--- config.mk ---
export PLATFORM = sky130hd
export DESIGN_NAME = ccs_send
export DESIGN_NICKNAME = d
export VERILOG_FILES = /design/src/core/ccs_pkg.sv /design/src/core/ccs_decode.sv /design/src/core/ccs_send.sv
export VERILOG_INCLUDE_DIRS = /design/src /design/src/core
export SDC_FILE = /design/constraint.sdc
export NUM_CORES = 1
export LEC_CHECK = 0
export BUFFER_PORTS_ARGS = -buffer_cell sky130_fd_sc_hd__buf_2
export CAP_MARGIN = 20
export CORE_ASPECT_RATIO = 1.4
export CORE_MARGIN = 4
export CORE_UTILIZATION = 45
export DETAILED_ROUTE_END_ITERATION = 8
export PLACE_DENSITY_LB_ADDON = 0.15
export SLEW_MARGIN = 25
export SYNTH_ARGS = -nofsm -noshare
export SYNTH_HDL_FRONTEND = slang
export SYNTH_SLANG_ARGS = --single-unit
--- constraint.sdc ---
create_clock -name core_clk_in -period 3.1 [get_ports core_clk_in]
set_clock_uncertainty 0.05 [all_clocks]
set_input_delay 0.31 -clock core_clk_in [delete_from_list [all_inputs] [get_ports core_clk_in]]
set_output_delay 0.31 -clock core_clk_in [all_outputs]
set_load 0.05 [all_outputs]
--- src/core/ccs_defs.svh ---
`ifndef CCS_DEFS_SVH
`define CCS_DEFS_SVH

// ==========================================================
// register offsets
`define CCS_OFF_INTERRUPT_SEND 16'h1040
`define CCS_OFF_MAILBOX_SEND   16'h1048
`define CCS_OFF_FREQUENCY_SEND 16'h1058
`define CCS_OFF_REMOTE_SEND    16'h1158
`define CCS_OFF_FREQ_CFG       16'h1050

// ==========================================================
// field positions
`define CCS_WAIT_BIT           31
`define CCS_MASK_HI            30
`define CCS_MASK_LO            27
`define CCS_CORE_HI            25
`define CCS_CORE_LO            16
`define CCS_VEC_HI             4
`define CCS_SEL_HI             4
`define CCS_SEL_LO             2
`define CCS_FREQ_HI            4
`define CCS_OFF_HI             15
`define CCS_DATA_HI            63
`define CCS_DATA_LO            32

// ==========================================================
// reset values
`define CCS_REQ_RESET          65'h0
`define CCS_RDATA_RESET        64'h0

`endif

--- src/core/ccs_pkg.sv ---
package ccs_pkg;

    typedef enum logic [1:0] {
        CCS_KIND_IRQ  = 2'b00,
        CCS_KIND_MAIL = 2'b01,
        CCS_KIND_FREQ = 2'b10,
        CCS_KIND_REG  = 2'b11
    } ccs_kind_t;

    // one write from the configuration-register instruction path
    typedef struct packed {
        logic [15:0] addr;
        logic [63:0] data;
    } ccs_wr_t;

    // one action delivered to a target core
    typedef struct packed {
        ccs_kind_t   kind;
        logic [9:0]  core;
        logic        wait_done;
        logic [15:0] index;
        logic [31:0] data;
        logic [3:0]  byte_en;
    } ccs_req_t;

endpackage

--- src/core/ccs_decode.sv ---
`timescale 1ns/1ps
`include "ccs_defs.svh"

module ccs_decode import ccs_pkg::*; #(
    parameter int NUM_CORES = 16
) (
    input  wire ccs_wr_t  wr_in,      // write to decode
    output ccs_req_t      req_out,    // decoded action
    output logic          hit_out,    // address is a send register
    output logic          core_ok_out // target core exists
);

    logic [31:0] wdata_hi;
    logic [9:0]  core_num;
    logic [3:0]  keep_bytes;

    assign wdata_hi   = wr_in.data[`CCS_DATA_HI:`CCS_DATA_LO];
    assign core_num   = wr_in.data[`CCS_CORE_HI:`CCS_CORE_LO];
    assign keep_bytes = ~wr_in.data[`CCS_MASK_HI:`CCS_MASK_LO];
    assign core_ok_out = 32'(core_num) < NUM_CORES;

    // ==========================================================
    // field decode; reserved bits are never looked at
    always_comb begin
        req_out           = '0;
        req_out.core      = core_num;
        req_out.wait_done = wr_in.data[`CCS_WAIT_BIT];
        hit_out           = 1'b1;
        unique case (wr_in.addr)
            `CCS_OFF_INTERRUPT_SEND: begin
                req_out.kind    = CCS_KIND_IRQ;
                req_out.index   = {11'h0, wr_in.data[`CCS_VEC_HI:0]};
                req_out.data    = 32'h1 << wr_in.data[`CCS_VEC_HI:0];
                req_out.byte_en = 4'hf;
            end
            `CCS_OFF_MAILBOX_SEND: begin
                req_out.kind    = CCS_KIND_MAIL;
                req_out.index   = {13'h0, wr_in.data[`CCS_SEL_HI:`CCS_SEL_LO]};
                req_out.data    = wdata_hi;
                req_out.byte_en = keep_bytes;
            end
            `CCS_OFF_FREQUENCY_SEND: begin
                req_out.kind    = CCS_KIND_FREQ;
                req_out.index   = `CCS_OFF_FREQ_CFG;
                req_out.data    = {27'h0, wr_in.data[`CCS_FREQ_HI:0]};
                req_out.byte_en = 4'hf;
            end
            `CCS_OFF_REMOTE_SEND: begin
                req_out.kind    = CCS_KIND_REG;
                req_out.index   = wr_in.data[`CCS_OFF_HI:0];
                req_out.data    = wdata_hi;
                req_out.byte_en = keep_bytes;
            end
            default: begin
                hit_out = 1'b0;
            end
        endcase
    end

endmodule

--- src/core/ccs_send.sv ---
`timescale 1ns/1ps
`include "ccs_defs.svh"

// Notes on behaviour
// - send registers write-only; reads return zero
// - write delivered only to an existing core at a send offset
// - interrupt send at 0x1040 raises interrupt
// - bits 4:0 pick target status vector bit
// - bits 25:16 name the target core
// - bit 31 holds write until target done, except frequency send
// - mailbox send at 0x1048, data bits 63:32
// - bits 30:27 mask bytes, one suppresses
// - bits 4:2 select one of 8 mailbox entries
// - frequency send at 0x1058 writes 0x1050
// - any-register send at 0x1158, offset 15:0

module ccs_send import ccs_pkg::*; #(
    parameter int NUM_CORES = 16
) (
    input  wire logic     core_clk_in,     // core clock
    input  wire logic     reset_in,        // async reset, high
    input  wire logic     cfg_wr_in,       // config write strobe
    input  wire ccs_wr_t  cfg_wr_data_in,  // write address and data
    output logic          cfg_ready_out,   // write may be taken
    output logic          cfg_wr_ack_out,  // write completed, pulse
    input  wire logic     cfg_rd_in,       // config read strobe
    output logic          cfg_rd_ack_out,  // read answer, pulse
    output logic [63:0]   cfg_rdata_out,   // read data, always zero
    output logic          req_valid_out,   // action to target valid
    input  wire logic     req_ready_in,    // target fabric takes action
    output ccs_req_t      req_out,         // action to target core
    input  wire logic     req_done_in      // action took effect, pulse
);

    typedef enum logic [1:0] {
        ST_IDLE = 2'b00,
        ST_SEND = 2'b01,
        ST_WAIT = 2'b10
    } ccs_state_t;

    ccs_state_t  state;
    ccs_state_t  next_state;
    ccs_req_t    req;
    ccs_req_t    next_req;
    logic        wr_ack;
    logic        next_wr_ack;
    logic        rd_ack;
    logic        next_rd_ack;
    logic [63:0] rdata;
    logic [63:0] next_rdata;

    ccs_req_t    dec_req;
    logic        dec_hit;
    logic        dec_core_ok;
    logic        accept;

    // ==========================================================
    // decode
    ccs_decode #(
        .NUM_CORES (NUM_CORES)
    ) u_decode (
        .wr_in       (cfg_wr_data_in),
        .req_out     (dec_req),
        .hit_out     (dec_hit),
        .core_ok_out (dec_core_ok)
    );

    // writes while busy are dropped silently; the issuer watches ready
    assign accept         = cfg_wr_in && (state == ST_IDLE);
    assign cfg_ready_out  = (state == ST_IDLE);
    assign req_valid_out  = (state == ST_SEND);
    assign req_out        = req;
    assign cfg_wr_ack_out = wr_ack;
    assign cfg_rd_ack_out = rd_ack;
    assign cfg_rdata_out  = rdata;

    // ==========================================================
    // delivery sequencer
    always_comb begin
        next_state  = state;
        next_req    = req;
        next_wr_ack = 1'b0;
        unique case (state)
            ST_IDLE: begin
                if (accept) begin
                    if (dec_hit && dec_core_ok) begin
                        next_req   = dec_req;
                        next_state = ST_SEND;
                    end else begin
                        next_wr_ack = 1'b1;
                    end
                end
            end
            ST_SEND: begin
                if (req_ready_in) begin
                    // frequency updates report no effect back, so never wait
                    if (req.wait_done && (req.kind != CCS_KIND_FREQ)) begin
                        next_state = ST_WAIT;
                    end else begin
                        next_wr_ack = 1'b1;
                        next_state  = ST_IDLE;
                    end
                end
            end
            ST_WAIT: begin
                if (req_done_in) begin
                    next_wr_ack = 1'b1;
                    next_state  = ST_IDLE;
                end
            end
            default: begin
                next_state = ST_IDLE;
            end
        endcase
    end

    always_ff @(posedge core_clk_in or posedge reset_in) begin
        if (reset_in) begin
            state  <= ST_IDLE;
            req    <= `CCS_REQ_RESET;
            wr_ack <= 1'b0;
        end else begin
            state  <= next_state;
            req    <= next_req;
            wr_ack <= next_wr_ack;
        end
    end

    // ==========================================================
    // read path: nothing readable
    // every read is answered so a stray read never hangs the core
    always_comb begin
        next_rd_ack = cfg_rd_in;
        next_rdata  = `CCS_RDATA_RESET;
    end

    always_ff @(posedge core_clk_in or posedge reset_in) begin
        if (reset_in) begin
            rd_ack <= 1'b0;
            rdata  <= `CCS_RDATA_RESET;
        end else begin
            rd_ack <= next_rd_ack;
            rdata  <= next_rdata;
        end
    end
endmodule

### Yosys cells after proc, flatten, opt, wreduce, memory -nomap -nowiden

Cells that the tools add are included.

| storage, ports and cells | value |
|---|---|
| register bits | 69 |
| logic and storage cells | 45 |
| output and inout bits | 133 |

| cells by class | value |
|---|---|
| equality and inequality tests | 11 |
| reductions and logical operators | 7 |
| muxes and demuxes | 15 |
| order comparisons | 1 |
| shift operators | 1 |
| bitwise operators | 1 |

Operators by type and width:

| kind | count |
|---|---|
| $pmux 52 s4 | 1 |
| $eq 16x13->1 const B | 4 |
| $shl 1x5->32 const A | 1 |
| $pmux 2 s3 | 2 |
| $lt 10x5->1 const B | 1 |
| $mux 2 | 5 |
| $mux 1 | 6 |
| $ne 2x1->1 const B | 3 |
| $ne 2x2->1 const B | 2 |
| $not 4->4 | 1 |
| $reduce_and 4->1 | 1 |
| $reduce_or 4->1 | 1 |
| $logic_and 1x1->1 | 3 |
| $pmux 1 s3 | 1 |
| $reduce_and 3->1 | 1 |
| $eq 2x1->1 const B | 1 |
| $eq 2x2->1 const B | 1 |
| $logic_not 2->1 | 1 |

### Depth between registers and ports, before layout

Gate-level depths: netlist of run 1.

| depth | value |
|---|---|
| depth in word-level cells | 7 |
| gate-level depth with buffers | 7 |
| mapped depth without buffers | 4 |

### Cells and area by module

Synthesis of run 1 repeated with hierarchy kept, for this count alone.

| unflattened totals | value |
|---|---|
| cell total of the unflattened synthesis | 410 |
| area total of the unflattened synthesis | 4,518.1 um2 |

Modules (own cells, without submodules):

| module | instances | cells each | area an instance (um2) |
|---|---|---|---|
| ccs_send | 1 | 222 | 3,246.9 |
| ccs_decode | 1 | 188 | 1,271.2 |

### Worst setup path before layout of run 1

OpenSTA, ideal clock, no wires.

| path | value |
|---|---|
| path kind | input to register |
| start point | in cfg_wr_data_in[77] (netlist name) |
| end point | reg req, in the netlist req_out[52] |
| required time | 2.925 ns |
| arrival | 2.124 ns |
| path slack | 0.801 ns |
| stages on the path | 7 |
| path buffers | 3 |
| cell sequence | or4b_1 > buf_2 > nor4_2 > and3_1 > buf_4 > buf_6 > mux2_2 |

| on the way | value |
|---|---|
| cells in the longest elaborated chain, start to end | 5 |
| elaborated cells on any way between the ends | 8 |
| classes of those cells | 4 x eq/ne; 1 x mux; 3 x reduce/logical |

RTL lines:

| what | RTL line | text |
|---|---|---|
| from (decl) | ccs_send.sv:23 | `input wire ccs_wr_t cfg_wr_data_in,` |
| $eq 16x13->1 | ccs_decode.sv:29 | `unique case (wr_in.addr)` |
| $reduce_or 4->1 (no line) * | -- |  |
| $mux 1 * | ccs_decode.sv:29 |  |
| $logic_and 1x1->1 * | ccs_send.sv:86 | `if (dec_hit && dec_core_ok) begin` |
| $reduce_and 3->1 (no line) * | -- |  |
| to (signal assigned) | ccs_send.sv:120 | `` req <= `CCS_REQ_RESET; `` |
| to (signal assigned) | ccs_send.sv:124 | `req <= next_req;` |
| to (decl) | ccs_send.sv:43 | `ccs_req_t req;` |

Every way passes the cells marked *; elsewhere a longest branch is shown, timed or not.
A chain may end at the register's enable or synchronous reset.

### Worst setup path after layout of run 1

| path | value |
|---|---|
| start point | reg state[1] |
| end point | reg req, in the netlist req_out[51] |

| on the way | value |
|---|---|
| cells in the longest elaborated chain, start to end | 3 |

RTL lines:

| what | RTL line | text |
|---|---|---|
| from (decl) | ccs_send.sv:41 | `ccs_state_t state;` |
| from (signal assigned) | ccs_send.sv:123 | `state <= next_state;` |
| $logic_not 2->1 * | ccs_send.sv:69, ccs_send.sv:83 |  |
| $logic_and 1x1->1 | ccs_send.sv:69 | `assign accept = cfg_wr_in && (state == ST_IDLE);` |
| $reduce_and 3->1 (no line) * | -- |  |

Marked as above.

==> metrics, run 1 <==
Top FF cell, synth=dfrtp_1; DPL Wire Length=between 8 and 9 mm; vias in the first global route=approximately 3,300; initial DRC count=199; NumNets Final=roughly 630; CTS buffer count=9; CP startpoint kind=flop; CTS Root Cell=clkbuf_16; Reg power frac=~37%; endpoints failing hold=0; Worst setup endpoint=req_out[51]$_DFFE_PP0P_; CP required=~3300 ps; first-pass GRT wire length=around 17 mm; relative slew slack=52.5%; Initial DRT Pass Iterations=4; yosys warns=0; Register Area=1730 µm²; maxcap violations=0; Initial Util=a little under half; syn_area_per_cell=about 10 µm²; core area=8560 µm²; Avg WL per Cell=16.2 µm; post-synthesis sequential area ratio=a little over two fifths; CP Cell Sequence=or3b_2 -> nor4_2 -> buf_4 -> nand3_1 -> a22o_1; Reg2Reg Depth=5; IO Count=approximately 220; post-route cell area=4960 µm²; CP endpoint kind=flop; setup repair after global routing missed its margin=false; IO Port Bufs=153; EDFF count, synth=0; CTS tree=built; final setup violation count=0; cts hold-fix bufs=1; multi-input gate area in the final layout=~1900 µm²; cell-internal power=~1800 µW; clock group share of total power=48.7%; clk slew on worst S/H paths=around 50 ps; R2R Path End=req_out[51]$_DFFE_PP0P_; Post-route DRC=0; post-cts sizing count=0; peak supply drop=about 360 µV; Max stage delay cell, worst path=or3b_2; post-place instance area=4600 µm²; largest fanout on the critical path=16; largest net degree at the start of global routing=between 40 and 50; commonest non-fill, non-tap cells in the layout=buf_2, dfrtp_1, conb_1, mux2_2, o22ai_1; Skew-Pair Late Insertion Delay=320 ps; fillers=800; clock sinks=69; Setup CP Type=flop to flop; fin crit share=78.3%; pwr dens=~500 nW/µm²; crit path from=state[1]$_DFFE_PP0P_; Post-Route Setup TNS=0 ps; synthesized area=3950 µm²; Psw=639 µW; reg-to-reg startpoint=state[1]$_DFFE_PP0P_; CP max stage delay=around 540 ps; async set or reset register ratio after synthesis=between 90% and 100%; aggregate routed wire length=10.5 mm; initial antenna violation count=0; die area=10,400 µm²; status=completed; Period minus WS final=around 2400 ps; Synth area leaders=dfrtp_1, buf_4, mux2_2, o22ai_1, a31oi_1; Sw Ratio=between 20% and 30%; Layout area overhead=25.7%; Power, Total=about 2400 µW; Final ANT Viol Nets=0; Leak=0.00263 µW; Slew Viols, Final=0; GPL Wtd Cong=0.823; H-tree depth=3; most common cell after layout, fill and taps aside=buf_2; fmax=just over 400 MHz; Synth area leader=dfrtp_1; die height=roughly 120 µm; Bufs on Longest Clock Path=2; post-synth cell types=45; Min-Delay Path Class=input pin to flop; layout cells sized above 1=between 40 and 50%; Antenna Cells=0; grt ovf=0; R2R Setup Slk=approximately 670 ps; vias per inst=slightly above 5; Die Wd=approximately 87 µm; Synth top area share=43.7%; Seq cells post-synth=a little under 70; via count=about 3,400; Setup Buffers After CTS=0; WP data arrival=~2600 ps; post-synthesis cell count=about 390; GRT Util Overall=~20%; row count=40; Least-Margin Pin Slew=about 700 ps; Comb pwr share=13.9%
==> critical path, delay by kind of cell (launching register included) <==
family	cells	cell delay, ps
DFF	1	420
and+or+nand+nor	3	1230
buffers and inverters	1	220
AOI/OAI and AO/OA	1	400
==> logic make-up (layout without fill, tap and decap cells) <==
group,after synthesis,in the layout,share of synthesized area [%]
flops,69,69,43.7
other cells,1,64,0.0950
simple gates,114,114,16.5
xor+xnor,2,2,0.444
mux,40,40,11.4
compound gates,72,72,12.6
buf+inv,90,185,15.2
==> synthesized netlist by cell type, drive strengths merged, types with 4 or more instances <==
library cell	n
inv	4
nor2	8
nand2	24
nand4	7
and3	4
a22oi	5
clkbuf	15
a31oi	20
mux2	39
nor4	6
nand3	21
nor2b	6
a22o	9
and2	7
a2bb2oi	4
buf	71
o22ai	26
nor3	6
dfrtp	69
nand2b	12
==> layer usage <==
metal  part of all wire (%)  up-vias  GRT usage (%)
met5                      0        -              0
met4                    3.3        0           9.98
li1                       -     1599              -
met2                     49      169           32.7
met1                     38     1560           25.7
met3                    8.9       26           4.57
==> power groups by stage <==
| stage | logic [µW] | registers (µW) | clock network (µW) |
|---|---|---|---|
| after floorplan | 304 | 924 | 0 |
| after global placement | 331 | 919 | 0 |
| after detailed placement | 333 | 919 | 0 |
| after CTS | 336 | 902 | 1210 |
| after global routing | 362 | 902 | 1250 |
| final | 336 | 903 | 1180 |
==> registers in the layout, summed over array words and instances (netlist names) <==
register        count
cfg_wr_ack_out      1
req_out            65
cfg_rd_ack_out      1
state               2
==> worst min path at each step <==
stage,start,end,slack [ps],cells after the start
after floorplan,cfg_rd_in,cfg_rd_ack_out$_DFF_PP0_,290,0
after global placement,reset_in,req_out[2]$_DFFE_PP0P_,300,2
after detailed placement,reset_in,req_out[2]$_DFFE_PP0P_,310,2
after CTS,cfg_rd_in,cfg_rd_ack_out$_DFF_PP0_,30,1
after global routing,cfg_rd_in,cfg_rd_ack_out$_DFF_PP0_,30,1
final,cfg_rd_in,cfg_rd_ack_out$_DFF_PP0_,40,1
==> metrics by stage <==
stage                     setup slack (ps)  utilization [%]  hold WS [ps]  cells
after floorplan                        801                -           291    451
after global placement                 456             53.8           302    634
after detailed placement               362             53.8           314    634
after CTS                              610             58.0          28.8    651
after global routing                   453             58.0          31.1    651
final                                  672             58.0          40.5    651
==> final cells by class <==
cell class	instances	share of cell area (%)
Multi-Input combinational cell	292	37.7
Timing Repair Buffer	165	17.5
Sequential cell	69	34.8
Tap cell	105	2.65
Clock inverter	6	2.22
Inverter	4	0.302
Clock buffer	10	4.81
Note: power is estimated with default switching activity, not from simulation.
==> inputs of run 2 (changes only) <==
--- a/config.mk
+++ b/config.mk
@@ -6,11 +6,12 @@
 export SDC_FILE = /design/constraint.sdc
 export NUM_CORES = 1
 export LEC_CHECK = 0
+export ABC_AREA = 1
 export BUFFER_PORTS_ARGS = -buffer_cell sky130_fd_sc_hd__buf_2
 export CAP_MARGIN = 20
 export CORE_ASPECT_RATIO = 1.4
 export CORE_MARGIN = 4
-export CORE_UTILIZATION = 45
+export CORE_UTILIZATION = 42
 export DETAILED_ROUTE_END_ITERATION = 8
 export PLACE_DENSITY_LB_ADDON = 0.15
 export SLEW_MARGIN = 25
==> constraint.sdc (replaced) <==
create_clock -name core_clk_in -period 2.1 [get_ports core_clk_in]
set_clock_uncertainty 0.05 [all_clocks]
set_input_delay 0.21 -clock core_clk_in [delete_from_list [all_inputs] [get_ports core_clk_in]]
set_output_delay 0.21 -clock core_clk_in [all_outputs]
set_load 0.05 [all_outputs]
==> metrics, run 2 <==
Power, Total=3310 µW (+37%); CP startpoint kind=flop; CTS buffer count=9 (unchanged); Min-Delay Path Class=input pin to flop; status=completed; layout cells sized above 1=26.1% (-16 points); Period minus WS final=1600 ps (-824 ps); maxcap violations=0 (unchanged); die height=128 µm (+7.6%); Synth area leaders=dfrtp_1, nand2_1, buf_4, nand3_1, nor2_1; multi-input gate area in the final layout=1970 µm² (+5.5%); hold path startpoint=req_ready_in; Largest register FFs=65 (unchanged); Bufs on Longest Clock Path=2 (unchanged); final setup violation count=0 (unchanged); IO Port Bufs=153 (unchanged); CP required=2270 ps (-990 ps); most instantiated cells after synthesis=nand2_1, nand3_1, buf_4, dfrtp_1, nor2_1; Avg WL per Cell=13.2 µm (-19%); Initial Util=43.3% (-2.8 points); most frequent cell after synthesis=nand2_1; Layout area overhead=22.2%; R2R Setup Slk=500 ps (-180 ps); synthesized area=4310 µm² (+9.3%); grt ovf=0 (unchanged); post-synth cell types=23 (-49%); aggregate routed wire length=12.0 mm (+14%); GRT Util Overall=19.6% (-0.77 points); Leak=0.00338 µW (+28%); CP max stage delay=430 ps (-110 ps); setup repair after global routing missed its margin=false; DPL Wire Length=8.93 mm (+11%); relative slew slack=63.1% (+11 points); DR top layer=met4; via count=4,109 (+23%); Antenna Cells=0 (unchanged); fin crit share=76.4% (-2.0 points); Seq cells post-synth=69 (unchanged); initial antenna violation count=0 (unchanged); hold-critical path depth=2 (+1); EDFF count, synth=0 (unchanged); Reg2Reg Depth=7 (+2); Slew Viols, Final=0 (unchanged); most numerous cell on the critical path=nand2_1; GPL Wtd Cong=0.855 (+3.9%); Max stage delay cell, worst path=dfrtp_1; DR WL met3=860 µm (-8.1%); core area=9950 µm² (+16%); Post-Route Setup TNS=0 ps (unchanged); NumNets Final=855 (+36%); clock sinks=69 (unchanged); largest fanout on the critical path=66 (+50); H-tree depth=3 (unchanged); syn_area_per_cell=6.92 µm² (-32%); largest net degree at the start of global routing=67 (+37%); CTS tree=built; post-synthesis cell count=623 (+61%); post-cts sizing count=0 (unchanged); peak supply drop=411 µV (+14%); CTS Root Cell=clkbuf_16; first-pass GRT wire length=18.7 mm (+13%); Synth area leader=dfrtp_1; CP endpoint kind=flop; most common cell after layout, fill and taps aside=nand2_1; async set or reset register ratio after synthesis=100% (unchanged); pwr dens=629 nW/µm² (+29%); Initial DRT Pass Iterations=4 (unchanged); endpoints failing hold=0 (unchanged); fillers=1,011 (+26%); vias per inst=4.52 (-12%); Hold Path End=state[0]$_DFFE_PP0P_; Register Area=1730 µm² (unchanged); post-synthesis sequential area ratio=40.0% (-3.7 points); Skew-Pair Late Insertion Delay=330 ps (about the same); row count=43 (+7.5%); WP data arrival=1770 ps (-810 ps); CP Cell Sequence=nor2_2 -> nand2_1 -> inv_2 -> nand3_2 -> buf_12 -> nand2_1 -> nand2_1; initial DRC count=191 (-4.0%); IO Count=219 (unchanged); fmax=624 MHz (+51%); met2 wire len=6.16 mm (+18%); Least-Margin Pin Slew=548 ps (-155 ps); Placed Cells=891 (+41%); yosys warns=0 (unchanged); reg-to-reg startpoint=state[1]$_DFFE_PP0P_; Top FF cell, synth=dfrtp_1; Setup CP Type=flop to flop; vias in the first global route=3,988 (+22%); clk slew on worst S/H paths=60 ps (about the same); commonest non-fill, non-tap cells in the layout=nand2_1, buf_2, nand3_1, dfrtp_1, conb_1; R2R Path End=req_out[28]$_DFFE_PP0P_; Die Wd=93.6 µm (+7.4%); final cell count without fillers=909 (+40%); Final ANT Viol Nets=0 (unchanged); Synth top area share=40.0% (-3.7 points); wl on met1=4.73 mm (+17%); die area=12,000 µm² (+16%); Post-route DRC=0 (unchanged)
[run 2: changes by cell type after synthesis, moves of 8 or more]
| cell | delta |
|---|---|
| a22o_1 | -9 |
| o22ai_1 | -25 |
| inv_2 | +8 |
| nand2_1 | +231 |
| nand3_1 | +66 |
| nand2b_1 | -12 |
| inv_1 | +34 |
| a31oi_1 | -20 |
| nor2_1 | +39 |
| mux2_2 | -39 |
[run 2: repair_timing]
item,CTS,global route
hold buffers,2,0
endpoints found under the hold margin,20,0
setup buffers,0,0
[run 2: worst max path at each step]
| stage | startpoint | end | slack, ps | depth (start not counted) |
|---|---|---|---|---|
| 2_1_floorplan | reset_in | cfg_rd_ack_out$_DFF_PP0_ | 100 | 1 |
| 3_3_place_gp | cfg_wr_data_in[79] | req_out[33]$_DFFE_PP0P_ | 300 | 11 |
| 4_1_cts | state[1]$_DFFE_PP0P_ | req_out[64]$_DFFE_PP0P_ | 490 | 7 |
| 6_report | state[1]$_DFFE_PP0P_ | req_out[28]$_DFFE_PP0P_ | 500 | 7 |
| 3_5_place_dp | cfg_wr_data_in[70] | req_out[36]$_DFFE_PP0P_ | 250 | 12 |
| 5_1_grt | state[1]$_DFFE_PP0P_ | req_out[26]$_DFFE_PP0P_ | 380 | 7 |
[run 2: metal layers]
metal / vias up / global-route usage (%)
met5: - / 0
met4: 0 / 7.57
met3: 15 / 3.11
met2: 154 / 36.1
met1: 1860 / 22.5
li1: 2080 / -
[run 2: where the power goes]
group          total (µW)  switching [µW]  leakage, µW  internal [µW]
Sequential           1330           0.436     0.000960           1330
Combinational         456             376      0.00227           79.6
Clock                1530             573     0.000142            953
[run 2: area by class of cell]
cell class / count / share of cell area (%)
multi-input combinational: 474 / 37.4
inverter: 46 / 3.28
clock inverter: 5 / 1.12
timing repair buffer: 169 / 17.6
clock buffer: 11 / 4.60
tap: 135 / 3.20
sequential: 69 / 32.8
[run 2: worst max-delay path, delay by kind of cell (launching register included)]
kind / cells / cell delay (ps)
buf+inv: 2 / 440
flops: 1 / 430
simple gates: 5 / 530
[run 2: logic make-up (layout without fill, tap and decap cells)]
| logic type | count (synthesis) | count (layout) | share of synthesized area (%) |
|---|---|---|---|
| AND/OR/NAND/NOR | 403 | 403 | 39.1 |
| AO/OA/AOI/OAI | 7 | 7 | 0.986 |
| buffers and inverters | 143 | 231 | 19.8 |
| other | 1 | 64 | 0.0869 |
| flip-flops | 69 | 69 | 40.0 |
[run 2: stage by stage]
stage	worst slack [ps]	instance area (µm²)	hold slack, ps	util, %
finish	496	5270	29.2	53.0
global route	376	5270	32.1	53.0
CTS	489	5270	23.4	53.0
detailed placement	247	4950	200	49.7
global placement	302	4950	193	49.7
floorplan	100	4550	191	-
